**src/cdd_pkg.sv**
```systemverilog
// shared constants and carrier types for the clock-domain distribution block
package cdd_pkg;

  // ring-oscillator master clock and crystal figures
  localparam real MASTER_CLK_MHZ = 64.52;
  localparam real SLOW_XTAL_KHZ  = 32.768;

  // divider widths and reset values
  localparam int          DIV_W           = 8;
  localparam logic [7:0]  CTRL_DIV_RESET  = 8'h01;
  localparam logic [7:0]  HOST_DIV_RESET  = 8'h01;

  // fixed-domain and host-domain divide ratios
  localparam int          FIX_CNT_W       = 10;
  localparam logic [9:0]  RATIO_2         = 10'h002;
  localparam logic [9:0]  RATIO_4         = 10'h004;
  localparam logic [9:0]  RATIO_8         = 10'h008;
  localparam logic [9:0]  RATIO_16        = 10'h010;
  localparam logic [9:0]  RATIO_32        = 10'h020;
  localparam logic [9:0]  RATIO_64        = 10'h040;
  localparam logic [9:0]  RATIO_128       = 10'h080;
  localparam logic [9:0]  RATIO_640       = 10'h280;
  localparam logic [9:0]  HOST_RATIO_64   = 10'h040;

  // synchroniser depth for the slow crystal clock
  localparam int          SYNC_STAGES     = 2;

  // fixed-domain enables travel together
  typedef struct packed {
    logic div640;
    logic div128;
    logic div64;
    logic div32;
    logic div16;
    logic div8;
    logic div4;
    logic div2;
  } cdd_fixed_ticks_t;

  // slow-domain fan-out, one copy per driven block
  typedef struct packed {
    logic ring_osc_raw;
    logic wdt_forced_reset;
    logic led_if;
    logic hib_timer1;
    logic hib_timer0;
    logic watchdog;
    logic week_timer;
  } cdd_slow_fanout_t;

endpackage : cdd_pkg

```
**src/cdd_tick_div.sv**
```systemverilog
// one-cycle enable divider, pulse once every ratio cycles of the master clock
module cdd_tick_div #(
  parameter int W = 10
) (
  // clock and restart
  input  wire logic         core_clk,
  input  wire logic         restart,
  // control
  input  wire logic         run,
  input  wire logic [W-1:0] ratio,
  // output
  output logic              tick
);

  logic [W-1:0] count;
  logic [W-1:0] next_count;
  logic         next_tick;

  always_comb
  begin
    next_count = count;
    next_tick  = 1'b0;
    if (restart || !run)
    begin
      // known phase: first pulse a full period after the start
      next_count = '0;
    end
    else if (count >= ratio - W'(1))
    begin
      next_count = '0;
      next_tick  = 1'b1;
    end
    else
    begin
      next_count = count + W'(1);
    end
  end

  always_ff @(posedge core_clk)
  begin
    count <= next_count;
    tick  <= next_tick;
  end

endmodule : cdd_tick_div

```
**src/cdd_clock_dist.sv**
```systemverilog
// clock-domain distribution: programmable, fixed, host and slow-domain enables
module cdd_clock_dist #(
  parameter int DIV_W = cdd_pkg::DIV_W
) (
  // clock and reset
  input  wire logic                      core_clk,
  input  wire logic                      sys_rst,
  // oscillator and supply status
  input  wire logic                      ring_osc_run,
  input  wire logic                      runtime_supply_good,
  input  wire logic                      standby_supply_good,
  // divider settings held elsewhere
  input  wire logic [DIV_W-1:0]          controller_div,
  input  wire logic [DIV_W-1:0]          host_div,
  // raw crystal clock level
  input  wire logic                      slow_crystal_clock,
  // programmable domain
  output logic                           controller_bus_tick,
  output logic                           host_bus_tick,
  // fixed domain
  output cdd_pkg::cdd_fixed_ticks_t      master_ticks,
  // host domain
  output logic                           host_domain_div64_tick,
  // slow domain
  output logic                           slow_crystal_clock_synced,
  output cdd_pkg::cdd_slow_fanout_t      slow_fanout
);

  // restart pulse on oscillator start keeps divider phase known
  logic osc_run_q;
  logic next_osc_run_q;
  logic restart;
  logic run_fixed;
  logic run_host;

  always_comb
  begin
    next_osc_run_q = ring_osc_run;
    if (sys_rst)
    begin
      next_osc_run_q = 1'b0;
    end
  end

  always_ff @(posedge core_clk)
  begin
    osc_run_q <= next_osc_run_q;
  end

  assign restart   = sys_rst || (ring_osc_run && !osc_run_q);
  assign run_fixed = ring_osc_run;
  assign run_host  = ring_osc_run && runtime_supply_good;

  // zero divider value treated as divide by one
  function automatic logic [cdd_pkg::FIX_CNT_W-1:0] prog_ratio(input logic [DIV_W-1:0] d);
    logic [cdd_pkg::FIX_CNT_W-1:0] r;
    r = cdd_pkg::FIX_CNT_W'(d);
    if (d == '0)
    begin
      r = cdd_pkg::FIX_CNT_W'(1);
    end
    return r;
  endfunction : prog_ratio

  logic [9:0] ratios [0:10];
  logic       run_sel [0:10];
  logic [10:0] ticks_raw;

  always_comb
  begin
    ratios[0]  = prog_ratio(controller_div);
    ratios[1]  = prog_ratio(host_div);
    ratios[2]  = cdd_pkg::RATIO_2;
    ratios[3]  = cdd_pkg::RATIO_4;
    ratios[4]  = cdd_pkg::RATIO_8;
    ratios[5]  = cdd_pkg::RATIO_16;
    ratios[6]  = cdd_pkg::RATIO_32;
    ratios[7]  = cdd_pkg::RATIO_64;
    ratios[8]  = cdd_pkg::RATIO_128;
    ratios[9]  = cdd_pkg::RATIO_640;
    ratios[10] = cdd_pkg::HOST_RATIO_64;
    for (int i = 0; i < 11; i++)
    begin
      run_sel[i] = run_fixed;
    end
    run_sel[10] = run_host;
  end

  for (genvar g = 0; g < 11; g++)
  begin : g_div
    cdd_tick_div #(
      .W (cdd_pkg::FIX_CNT_W)
    ) u_div (
      .core_clk (core_clk),
      .restart  (restart),
      .run      (run_sel[g]),
      .ratio    (ratios[g]),
      .tick     (ticks_raw[g])
    );
  end

  // slow crystal synchroniser; first stage read only by the second
  logic [cdd_pkg::SYNC_STAGES-1:0] sync_q;
  logic [cdd_pkg::SYNC_STAGES-1:0] next_sync_q;
  logic                            bypass;
  logic                            next_slow_synced;
  cdd_pkg::cdd_slow_fanout_t       next_fanout;

  assign bypass = !ring_osc_run || !standby_supply_good;

  always_comb
  begin
    next_sync_q = {sync_q[cdd_pkg::SYNC_STAGES-2:0], slow_crystal_clock};
    // bypass passes the crystal level straight through; only sys_rst stops it, forcing the output low
    next_slow_synced = bypass ? slow_crystal_clock : sync_q[cdd_pkg::SYNC_STAGES-1];
    next_fanout = '{default: next_slow_synced};
    next_fanout.ring_osc_raw = slow_crystal_clock;
    if (sys_rst)
    begin
      next_sync_q = '0;
    end
  end

  always_ff @(posedge core_clk)
  begin
    sync_q <= next_sync_q;
  end

  // output registers
  logic                      next_controller_bus_tick;
  logic                      next_host_bus_tick;
  cdd_pkg::cdd_fixed_ticks_t next_master_ticks;
  logic                      next_host_domain_div64_tick;
  logic                      next_slow_crystal_clock_synced;
  cdd_pkg::cdd_slow_fanout_t next_slow_fanout;

  always_comb
  begin
    next_controller_bus_tick       = ticks_raw[0] && run_fixed;
    next_host_bus_tick             = ticks_raw[1] && run_fixed;
    next_master_ticks              = ticks_raw[9:2] & {8{run_fixed}};
    next_host_domain_div64_tick    = ticks_raw[10] && run_host;
    next_slow_crystal_clock_synced = next_slow_synced;
    next_slow_fanout               = next_fanout;
    if (sys_rst)
    begin
      next_controller_bus_tick       = 1'b0;
      next_host_bus_tick             = 1'b0;
      next_master_ticks              = '0;
      next_host_domain_div64_tick    = 1'b0;
      next_slow_crystal_clock_synced = 1'b0;
      next_slow_fanout               = '0;
    end
  end

  always_ff @(posedge core_clk)
  begin
    controller_bus_tick       <= next_controller_bus_tick;
    host_bus_tick             <= next_host_bus_tick;
    master_ticks              <= next_master_ticks;
    host_domain_div64_tick    <= next_host_domain_div64_tick;
    slow_crystal_clock_synced <= next_slow_crystal_clock_synced;
    slow_fanout               <= next_slow_fanout;
  end

  // checks
  logic [9:0] gap640;
  logic [9:0] next_gap640;

  always_comb
  begin
    next_gap640 = gap640 + 10'h001;
    if (sys_rst || master_ticks.div640 || !ring_osc_run)
    begin
      next_gap640 = '0;
    end
  end

  always_ff @(posedge core_clk)
  begin
    gap640 <= next_gap640;
  end

  // programmable tick spacing, judged only while the divider value stood still
  logic [9:0]       ctrl_gap;
  logic [9:0]       next_ctrl_gap;
  logic             ctrl_gap_valid;
  logic             next_ctrl_gap_valid;
  logic [DIV_W-1:0] ctrl_div_q;
  logic [9:0]       host_gap;
  logic [9:0]       next_host_gap;
  logic             host_gap_valid;
  logic             next_host_gap_valid;
  logic [DIV_W-1:0] host_div_q;

  always_comb
  begin
    next_ctrl_gap       = ctrl_gap + 10'h001;
    next_ctrl_gap_valid = ctrl_gap_valid;
    next_host_gap       = host_gap + 10'h001;
    next_host_gap_valid = host_gap_valid;
    if (controller_bus_tick)
    begin
      next_ctrl_gap       = '0;
      next_ctrl_gap_valid = 1'b1;
    end
    if (host_bus_tick)
    begin
      next_host_gap       = '0;
      next_host_gap_valid = 1'b1;
    end
    if (sys_rst || !ring_osc_run || controller_div != ctrl_div_q)
    begin
      next_ctrl_gap_valid = 1'b0;
    end
    if (sys_rst || !ring_osc_run || host_div != host_div_q)
    begin
      next_host_gap_valid = 1'b0;
    end
  end

  always_ff @(posedge core_clk)
  begin
    ctrl_gap       <= next_ctrl_gap;
    ctrl_gap_valid <= next_ctrl_gap_valid;
    ctrl_div_q     <= controller_div;
    host_gap       <= next_host_gap;
    host_gap_valid <= next_host_gap_valid;
    host_div_q     <= host_div;
  end

  a_host_gated_off: assert property (@(posedge core_clk) disable iff (sys_rst)
    !$past(runtime_supply_good) |-> !host_domain_div64_tick)
    else $error("host tick while runtime supply low");
  a_div2_period: assert property (@(posedge core_clk) disable iff (sys_rst)
    master_ticks.div2 && $past(ring_osc_run) && ring_osc_run ##1 ring_osc_run |-> ##1 master_ticks.div2)
    else $error("divide by two tick missing");
  a_div4_single: assert property (@(posedge core_clk) disable iff (sys_rst)
    master_ticks.div4 |=> !master_ticks.div4 [*3])
    else $error("divide by four tick too often");
  // first pulse after a restart trails the restart edge by two extra cycles
  a_div640_gap: assert property (@(posedge core_clk) disable iff (sys_rst)
    master_ticks.div640 |-> gap640 == cdd_pkg::RATIO_640 - 10'h001 || gap640 == cdd_pkg::RATIO_640 + 10'h002)
    else $error("divide by 640 spacing wrong");
  a_fixed_nested: assert property (@(posedge core_clk) disable iff (sys_rst)
    master_ticks.div640 |-> master_ticks.div128 && master_ticks.div64 && master_ticks.div32 &&
      master_ticks.div16 && master_ticks.div8 && master_ticks.div4 && master_ticks.div2)
    else $error("fixed ticks out of common phase");
  a_div8_nested: assert property (@(posedge core_clk) disable iff (sys_rst)
    master_ticks.div8 |-> master_ticks.div4 && master_ticks.div2)
    else $error("divide by eight tick off phase");
  a_osc_stop_quiet: assert property (@(posedge core_clk) disable iff (sys_rst)
    !$past(ring_osc_run) |-> master_ticks == '0 && !controller_bus_tick)
    else $error("tick while oscillator stopped");
  a_host_osc_quiet: assert property (@(posedge core_clk) disable iff (sys_rst)
    !$past(ring_osc_run) |-> !host_bus_tick && !host_domain_div64_tick)
    else $error("host tick while oscillator stopped");
  a_restart_phase: assert property (@(posedge core_clk) disable iff (sys_rst)
    $rose(ring_osc_run) |-> !master_ticks.div2 ##1 !master_ticks.div2)
    else $error("tick too early after restart");
  a_ctrl_spacing: assert property (@(posedge core_clk) disable iff (sys_rst)
    controller_bus_tick && ctrl_gap_valid && controller_div == ctrl_div_q |->
      ctrl_gap == prog_ratio(controller_div) - 10'h001)
    else $error("controller tick spacing differs from divider");
  a_host_spacing: assert property (@(posedge core_clk) disable iff (sys_rst)
    host_bus_tick && host_gap_valid && host_div == host_div_q |->
      host_gap == prog_ratio(host_div) - 10'h001)
    else $error("host bus tick spacing differs from divider");
  a_host_div64_single: assert property (@(posedge core_clk) disable iff (sys_rst)
    host_domain_div64_tick |=> !host_domain_div64_tick [*8])
    else $error("host divide by 64 tick too often");
  a_raw_to_osc: assert property (@(posedge core_clk) disable iff (sys_rst)
    !$past(sys_rst) |-> slow_fanout.ring_osc_raw == $past(slow_crystal_clock))
    else $error("oscillator copy not raw crystal");
  a_bypass_path: assert property (@(posedge core_clk) disable iff (sys_rst)
    !$past(sys_rst) && $past(bypass) |-> slow_crystal_clock_synced == $past(slow_crystal_clock))
    else $error("bypass not honoured");
  a_sync_path: assert property (@(posedge core_clk) disable iff (sys_rst)
    !$past(sys_rst) && !$past(sys_rst, 2) && !$past(sys_rst, 3) &&
      !$past(bypass) && !$past(bypass, 2) && !$past(bypass, 3) |->
      slow_crystal_clock_synced == $past(slow_crystal_clock, 3))
    else $error("synchronised clock latency wrong");
  a_fanout_same: assert property (@(posedge core_clk) disable iff (sys_rst)
    slow_fanout.week_timer == slow_crystal_clock_synced && slow_fanout.led_if == slow_crystal_clock_synced)
    else $error("slow fan-out differs");

  c_host_tick: cover property (@(posedge core_clk) host_domain_div64_tick);
  c_div640: cover property (@(posedge core_clk) master_ticks.div640);
  c_ctrl_tick: cover property (@(posedge core_clk) controller_bus_tick);
  c_bypass: cover property (@(posedge core_clk) bypass && slow_crystal_clock_synced);

endmodule : cdd_clock_dist

```
**config.mk**
```make
export PLATFORM = sky130hd
export DESIGN_NAME = cdd_clock_dist
export DESIGN_NICKNAME = d
export VERILOG_FILES = /design/src/cdd_pkg.sv /design/src/cdd_tick_div.sv /design/src/cdd_clock_dist.sv
export SDC_FILE = /design/constraint.sdc
export NUM_CORES = 1
export LEC_CHECK = 0
export BUFFER_PORTS_ARGS = -buffer_cell sky130_fd_sc_hd__buf_2
export CORE_MARGIN = 2
export CORE_UTILIZATION = 58
export CTS_CLUSTER_SIZE = 12
export DETAILED_ROUTE_END_ITERATION = 8
export PLACE_DENSITY = 0.79
export SLEW_MARGIN = 20
export SYNTH_ARGS = -nofsm -noshare
export SYNTH_HDL_FRONTEND = slang
export SYNTH_SLANG_ARGS = --single-unit
```
**constraint.sdc**
```tcl
create_clock -name core_clk -period 3.8 [get_ports core_clk]
set_clock_uncertainty 0.1 [all_clocks]
set_input_delay 0.57 -clock core_clk [delete_from_list [all_inputs] [get_ports core_clk]]
set_output_delay 0.57 -clock core_clk [all_outputs]
set_load 0.02 [all_outputs]
```
# Word level (Yosys, flattened, before mapping)
# Index checks and enable logic that the tools add are counted.
[classes]
bitwise_logic = 1
mux = 14
order_cmp = 11
reduce_logical = 26
add_sub_neg = 13
[ops]
columns = ["operator", "n"]
rows = [
  ["$add A10 B1 Y10 const B", 11],
  ["$reduce_or A2 Y1", 11],
  ["$ge A10 B10 Y1", 2],
  ["$ge A10 B6 Y1 const B", 2],
  ["$sub A8 B1 Y9 const B", 2],
  ["$logic_not A8 Y1", 2],
  ["$mux W8", 2],
  ["$mux W1", 12],
  ["$ge A10 B1 Y1 const B", 1],
  ["$ge A10 B10 Y1 const B", 1],
  ["$ge A10 B2 Y1 const B", 1],
  ["$ge A10 B3 Y1 const B", 1],
  ["$ge A10 B4 Y1 const B", 1],
  ["$ge A10 B5 Y1 const B", 1],
  ["$ge A10 B7 Y1 const B", 1],
  ["$and A8 B8 Y8", 1],
  ["$logic_and A1 B1 Y1", 5],
  ["$logic_not A1 Y1", 4],
  ["$logic_or A1 B1 Y1", 4],
]
[word_totals]
output_inout_bits = 19
regBits = 137

# Longest topological paths before layout
# Gate-level depths: netlist (run 1).
[logic_depth]
word_depth = 5
ltp_mapped = 14

# By module
# A second synthesis (run 1) with hierarchy kept.
[unflattened]
cells_unflattened = 1066
hier_area_um2 = 9562.9
[by_module_without_submodules]
columns = ["module", "instances", "area_each_um2", "cells_each"]
rows = [
  ["cdd_tick_div", 11, 813.3, 91],
  ["cdd_clock_dist", 1, 616.8, 65],
]

# Worst setup path before layout (run 1)
# Ideal clock, no wire load.
[synth_path]
path_kind = "input port to flip-flop"
startpoint = "input port host_div[3]"
endpoint = "register g_div[1].u_div.count[2]"
slack_ps = 696
path_stages = 13
t_required_ps = 3622
path_buffers = 1
arrival_time_ps = 2926
path_cell_list = "or4_1 -> nor2_1 -> a21oi_1 -> ha_1 -> nand2b_1 -> nor2_1 -> xnor2_1 -> ha_1 -> and4_1 -> a221oi_1 -> o21ai_1 -> clkbuf_1 -> nor3_1"
[synth_between]
elab_chain_len = 5
[synth_lines]
columns = ["element", "line", "rtl"]
rows = [
  ["from (decl)", "cdd_clock_dist.sv:14", "input wire logic [DIV_W-1:0] host_div,"],
  ["$logic_not A8 Y1", "cdd_clock_dist.sv:58", "if (d == '0)"],
  ["$mux W8 *", "cdd_clock_dist.sv:58", ""],
  ["$sub A8 B1 Y9 *", "cdd_tick_div.sv:28", "else if (count >= ratio - W'(1))"],
  ["$ge A10 B10 Y1 *", "cdd_tick_div.sv:28", ""],
  ["$reduce_or A2 Y1 (no line) *", "-", ""],
  ["to (signal assigned)", "cdd_tick_div.sv:41", "count <= next_count;"],
  ["to (decl)", "cdd_tick_div.sv:15", "logic [W-1:0] count;"],
]
# Mark *: on every way between the ends. The rest lies on a longest branch, timed or not.
# A chain may end at the register's enable or synchronous reset.

# Worst setup path in the final report (run 1)
[layout_path]
startpoint = "input port host_div[3]"
endpoint = "register g_div[1].u_div.count[3]"
# The elaborated chain is that of the path after synthesis.

==> out/metrics.cfg, run 1 <==
[status]
status = finished clean

[clock_network]
cts_root_buffer = clkbuf_8
path_clk_slew_ns = 0.06
cts_hold_buffers = 0
insertion_delay_ns = 0.51
cts-resized-gates = 0
cts_buffers = 17
cts_sinks = 136
cts_max_level = 4
cts_tree = built
cts_setup_buffers = 0
cts_buffer_depth = 2

[grt]
grt_remaining_overflow = 0
grtUsageTotal_pct = 20.8
grt_antenna_before_repair = 0
grt_pass1_wl_um = 14700
grt_pass1_vias = 3491
grt_max_degree = 20

[worst_setup_path]
crit_required_ns = 4.12
cp.arrival_ns = 3.29
end_kind = flip-flop
critPathKind = in2reg
cp_max_fo = 11
cp-start-kind = input pin

[timing]
max_freq_mhz = 337
holdWs_ns = 0.194
worst_slew_pin_slew_ns = 0.753
hold_violations = 0
timing.setup.tns_ns = 0
layout_setup_ws_ns = 0.829
maxSlewViolCount = 0
finalCritPeriodShare_pct = 78.2
period_minus_slack_ns = 2.97
rsz0062_at_grt = false
final-setup-viol-count = 0
slew_headroom_pct = 49.8

[route]
drtAntennaViolNets = 0
drc_errors = 0
routed_wl_um = 8790
drt_pass1_iterations = 4
first_iter_violations = 114
vias = 3521
viasPerCell = 5.07
wl_per_cell_um = 12.6

[floorplan]
io_pins = 41
die_h_um = 96.6
coreArea_sq_um = 8260
dieArea_sq_um = 9320
num_rows = 33
fp.dieW_um = 96.6
initial_core_util_pct = 60.2

[power_and_ir_drop]
power.total_uw = 3200
powerDensity_nw_per_um2 = 534
ir_drop_v = 0.000339
leakage_uw = 0.00255

[final_layout]
areaGrowthSynthToFinish_pct = 20.4
nets = 635
antennaDiodeCount = 0
instances_no_fill = 695
drive_above_1_share_pct = 12.2

[synth]
ys_seq_area_share_pct = 54.8
syn_area_sq_um = 4970
syn_avg_cell_area_sq_um = 10.1
synth-seq-cells = 136
synthCells = 491
synth.distinct_cells = 40
yosysWarningCount = 0

[place]
pre_cts_ws_ns = 0.344
dp_cells = 664
hpwl_um = 5900
port-buffer-count = 40
gp_congestion = 0.770

[flow_run]
maxCapViolations = 0

[min_path]
hold_path.class = in2reg

==> worst paths after layout <==
kind / start / end / slack [ns] / cells past startpoint
worst max-delay path: host_div[3] / g_div[1].u_div.count[3] / 0.83 / 14
worst min-delay path: sys_rst / sync_q[1] / 0.19 / 2
worst max register to register: g_div[0].u_div.count[0] / g_div[0].u_div.count[9] / 1.61 / 7
worst min register to register: g_div[5].u_div.tick / master_ticks[3] / 0.33 / 1
==> worst max-delay path: stages <==
cell and delay, ns:
buf_2 0.13, or4_1 0.54, nor2_1 0.19, a21oi_1 0.13, ha_1 0.22, nand2b_1 0.11
nor2_1 0.06, xnor2_1 0.12, ha_1 0.29, and4_1 0.16, a221oi_1 0.28, o21ai_1 0.09
buf_4 0.18, nor3_1 0.21
==> cell families (layout without fill, tap and decap cells) <==
kind of cell               Yosys count  after routing  share of synthesized area, %
AOI/OAI and AO/OA                   30             30                          4.13
xor gates and xnor gates            49             49                          8.64
adders and majority gates           35             35                          8.81
buffers and inverters               23             82                          2.32
DFF                                136            136                          54.8
muxes                                1              1                         0.227
other                                1             41                        0.0755
and+or+nand+nor                    216            216                          21.0
==> cells in the mapped netlist <==
| library cell | n | area (sq um) |
|---|---|---|
| o21ai_1 | 1 | 5.00 |
| and3_1 | 14 | 87.6 |
| a21o_1 | 4 | 30.0 |
| nor3b_1 | 1 | 7.51 |
| conb_1 | 1 | 3.75 |
| inv_1 | 10 | 37.5 |
| mux2_2 | 1 | 11.3 |
| o41ai_1 | 1 | 8.76 |
| a21boi_0 | 1 | 7.51 |
| a221oi_1 | 1 | 8.76 |
| xnor2_1 | 27 | 236 |
| a21oi_1 | 8 | 40.0 |
| ha_1 | 35 | 438 |
| o21ai_0 | 1 | 5.00 |
| nor3_1 | 15 | 75.1 |
| and4_1 | 1 | 8.76 |
| a31oi_1 | 6 | 37.5 |
| a211oi_1 | 2 | 15.0 |
| and4b_1 | 1 | 10.0 |
| a2111oi_2 | 1 | 15.0 |
| nand3_1 | 20 | 100 |
| buf_2 | 2 | 10.0 |
| dfxtp_1 | 136 | 2720 |
| clkbuf_1 | 4 | 15.0 |
| nor2b_1 | 2 | 12.5 |
| o31ai_1 | 2 | 15.0 |
| nand2b_1 | 4 | 25.0 |
| nand2_1 | 32 | 120 |
| or3_1 | 5 | 31.3 |
| nor4_1 | 9 | 56.3 |
| buf_4 | 7 | 52.6 |
| and2_1 | 13 | 81.3 |
| or4_1 | 5 | 37.5 |
| nor2b_4 | 1 | 13.8 |
| nand4_1 | 8 | 50.1 |
| o31a_1 | 1 | 8.76 |
| nor2_1 | 84 | 315 |
| xor2_1 | 22 | 193 |
| a41oi_1 | 1 | 8.76 |
| nand2_4 | 1 | 11.3 |
==> layout by cell type, fill, tap and decap left out, types with 2 or more instances in the layout <==
cell type   count
clkbuf_1        4
conb_1         41
or4_1           5
nand3_1        20
o31ai_1         2
xnor2_1        27
nand2b_1        4
ha_1           35
dfxtp_1       136
a21oi_1         8
nor3_1         15
and2_1         13
a31oi_1         6
and3_1         14
a211oi_1        2
bufinv_16       4
clkbuf_16      16
clkinv_2        2
or3_1           5
nor2_1         84
clkinvlp_4      2
xor2_1         22
nor4_1          9
buf_2          40
clkbuf_8        3
nand4_1         8
a21o_1          4
nand2_1        32
nor2b_1         2
inv_1          10
==> per-stage QoR <==
step	util, %	cell area, sq um
final	72.4	5980
after global placement	65.2	5380
after global routing	72.4	5980
after CTS	72.4	5980
after detailed placement	65.2	5380
after floorplan	-	5120
==> where the power goes <==
group | switching (uW) | leakage, uW | internal (uW)
combinational | 52.6 | 0.00115 | 34.6
clock | 550 | 0.000288 | 1090
sequential | 9.63 | 0.00111 | 1460
==> state kept, by name, summed over array words and instances, names as in the netlist <==
| signal | cells |
|---|---|
| sync_q | 2 |
| master_ticks | 8 |
| g_div.u_div.count | 110 |
| slow_fanout | 1 |
| g_div.u_div.tick | 11 |
| host_domain_div64_tick | 1 |
| host_bus_tick | 1 |
| controller_bus_tick | 1 |
| osc_run_q | 1 |
==> per-layer routing <==
metal | global-route usage, % | wire length [um]
met4 | 7.28 | 112
met2 | 38.4 | 4680
met1 | 22.2 | 3700
met5 | 0 | 0
met3 | 6.83 | 304
==> layout make-up <==
cell class,count,area (sq um)
clock buffer,23,457
clock inverter,8,145
fill,582,2280
inverter,10,37.5
multi-input combinational,372,2280
sequential,136,2720
tap,105,131
timing repair buffer,41,208
(Power assumes the default switching activity.)
==> run 2, diff against run 1 <==
--- a/config.mk
+++ b/config.mk
@@ -5,12 +5,13 @@
 export SDC_FILE = /design/constraint.sdc
 export NUM_CORES = 1
 export LEC_CHECK = 0
+export ABC_AREA = 1
 export BUFFER_PORTS_ARGS = -buffer_cell sky130_fd_sc_hd__buf_2
 export CORE_MARGIN = 2
-export CORE_UTILIZATION = 58
+export CORE_UTILIZATION = 53
 export CTS_CLUSTER_SIZE = 12
 export DETAILED_ROUTE_END_ITERATION = 8
-export PLACE_DENSITY = 0.79
+export PLACE_DENSITY = 0.76
 export SLEW_MARGIN = 20
 export SYNTH_ARGS = -nofsm -noshare
 export SYNTH_HDL_FRONTEND = slang
==> constraint.sdc (replaced) <==
create_clock -name core_clk -period 2.6 [get_ports core_clk]
set_clock_uncertainty 0.1 [all_clocks]
set_input_delay 0.39 -clock core_clk [delete_from_list [all_inputs] [get_ports core_clk]]
set_output_delay 0.39 -clock core_clk [all_outputs]
set_load 0.02 [all_outputs]
==> out/metrics.cfg, run 2 <==
[min_path]
hold_depth = 4
hold_path.class = in2reg

[worst_setup_path]
end_kind = flip-flop
rr_endpoint = g_div[1].u_div.count[7]
cp_max_fo = 10
cp-startpoint = host_div[6]
cp.arrival_ns = 2.53
critPathKind = in2reg
reg2reg_slack_ns = 1.00
r2r_start = g_div[1].u_div.count[3]
cp-start-kind = input pin
rr_worst_depth = 8
timing.critical_path.to = g_div[1].u_div.count[7]
crit_required_ns = 2.93

[power_and_ir_drop]
swShare_pct = 22.1
power_frac_seq_pct = 47.7
netSwitchingPower_uw = 990
ir_drop_v = 0.000485
p_clk_share_pct = 48.4
powerDensity_nw_per_um2 = 694
leakage_uw = 0.00292
power.total_uw = 4490
internal_power_uw = 3500
comb_power_share_pct = 3.9

[synth]
synth-seq-cells = 136
synth_top_area_share_pct = 51.0
syn_avg_cell_area_sq_um = 8.41
synth.distinct_cells = 34
synth_common_cells = dfxtp_1, nor2_1, nand2_1, inv_1, ha_1
synth_edf_count = 0
yosys-top-cells-area = dfxtp_1, nor2_1, ha_1
synthFlopType = dfxtp_1
synth.most_common_cell = dfxtp_1
syn_area_sq_um = 5340
yosysWarningCount = 0
netlist.top_cell.by_area = dfxtp_1
synthCells = 635
ys_seq_area_share_pct = 51.0
synth_async_sr_flop_share_pct = 0

[floorplan]
die_h_um = 104
io_pins = 41
num_rows = 36
dieArea_sq_um = 10900
fp.dieW_um = 104
initial_core_util_pct = 54.6
coreArea_sq_um = 9770

[timing]
rsz0062_at_grt = false
max_freq_mhz = 454
period_minus_slack_ns = 2.20
hold_violations = 0
maxSlewViolCount = 0
finalCritPeriodShare_pct = 84.7
final-setup-viol-count = 0

[clock_network]
path_clk_slew_ns = 0.06
insertion_delay_ns = 0.51
cts_root_buffer = clkbuf_8
cts_max_level = 4
cts-resized-gates = 0
cts_buffer_depth = 2
cts_setup_buffers = 0
cts_tree = built
cts_sinks = 136
cts_buffers = 17

[final_layout]
regMostFlops = g_div.u_div.count
nets = 797
instances_no_fill = 886
fillers = 801
areaGrowthSynthToFinish_pct = 21.1
layout_common_cells = dfxtp_1, nor2_1, nand2_1
largest_reg_flops = 110
reg_top3 = g_div.u_div.count: 110 flops, g_div.u_div.tick: 11 flops, master_ticks: 8 flops
final_common_cell = dfxtp_1
antennaDiodeCount = 0
drive_above_1_share_pct = 14.5

[route]
vias = 4110
drtAntennaViolNets = 0
routed_wl_um = 9660
first_iter_violations = 145
drc_errors = 0
wl_per_cell_um = 10.9
drt_pass1_iterations = 4
viasPerCell = 4.64

[grt]
grt_pass1_wl_um = 16700
grt_max_degree = 17
grt_remaining_overflow = 0
grtUsageTotal_pct = 19.0
grt_pass1_vias = 4014
grt_antenna_before_repair = 0

[place]
dp_cells = 852
port-buffer-count = 40
gp_congestion = 0.807
hpwl_um = 6940

[status]
status = finished clean

[flow_run]
maxCapViolations = 0

[run 2: cell types whose count changed after synthesis, moves of 9 or more]
cell / previous run / this run
a21oi_1: 8 / 17
and2_1: 13 / 1
nor4_1: 9 / 0
and3_1: 14 / 1
nand2_1: 32 / 103
nand3_1: 20 / 33
inv_1: 10 / 77
nor2_1: 84 / 134
xnor2_1: 27 / 15
[run 2: kinds of logic after synthesis]
logic type	synth area share [%]
buffers and inverters	7.08
adder cells (fa/ha/maj)	8.20
AND/OR/NAND/NOR	24.5
flip-flops	51.0
AO/OA/AOI/OAI	3.70
XOR/XNOR	5.41
other	0.0703
[run 2: worst min-delay path by stage]
stage	start	end
after floorplan	g_div[3].u_div.count[0]	g_div[3].u_div.count[0]
after global placement	g_div[3].u_div.count[0]	g_div[3].u_div.count[0]
after detailed placement	g_div[8].u_div.tick	master_ticks[6]
after CTS	sys_rst	osc_run_q
after global routing	sys_rst	osc_run_q
final	sys_rst	osc_run_q
[run 2: per-stage QoR]
stage	TNS (ns)	worst slack (ns)	cell area [sq um]	utilization, %	hold WS, ns
2_1_floorplan	0	0.169	5490	-	0.297
5_1_grt	0	0.152	6470	66.2	0.118
6_report	0	0.397	6470	66.2	0.117
4_1_cts	0	0.390	6470	66.2	0.0956
3_3_place_gp	-0.110	-0.0153	5890	60.3	0.305
3_5_place_dp	-1.75	-0.136	5890	60.3	0.315
[run 2: layer usage]
layer  up-vias  GRT usage (%)  share of wire [%]
li1       2146              -                  -
met1      1895           20.1                 43
met2        54           35.3                 53
met3        15           4.45                3.2
met4         0           8.88                1.5
met5         -              0                  0
[run 2: worst max-delay path, cell delays in order]
cell and delay, ns:
buf_2 0.09, inv_1 0.03, nand2_1 0.09, nor2_1 0.06
nand2_1 0.05, nand2_1 0.06, inv_1 0.08, ha_1 0.18
nand4_1 0.12, or2_2 0.31, ha_1 0.29, a21o_1 0.18
nor2_1 0.16, nand4_2 0.26, nor2_1 0.18
[run 2: power groups by stage]
stage	Combinational (uW)	Clock, uW	Sequential [uW]
finish	174	2170	2140
global route	199	2310	2140
CTS	174	2220	2140
detailed placement	168	0	2190
global placement	163	0	2180
floorplan	108	0	2190
[run 2: cell type report]
type | instances | area (sq um) | share of cell area (%)
clock buffer | 19 | 432 | 6.68
tap | 133 | 166 | 2.57
timing repair buffer | 57 | 333 | 5.15
multi-input combinational | 448 | 2390 | 36.9
sequential | 136 | 2720 | 42.1
inverter | 80 | 302 | 4.66
clock inverter | 13 | 124 | 1.92
[run 2: timing repair]
item	in CTS	in global routing
endpoints found under the setup margin	0	0
hold endpoints to repair	2	0
hold buffers	2	0
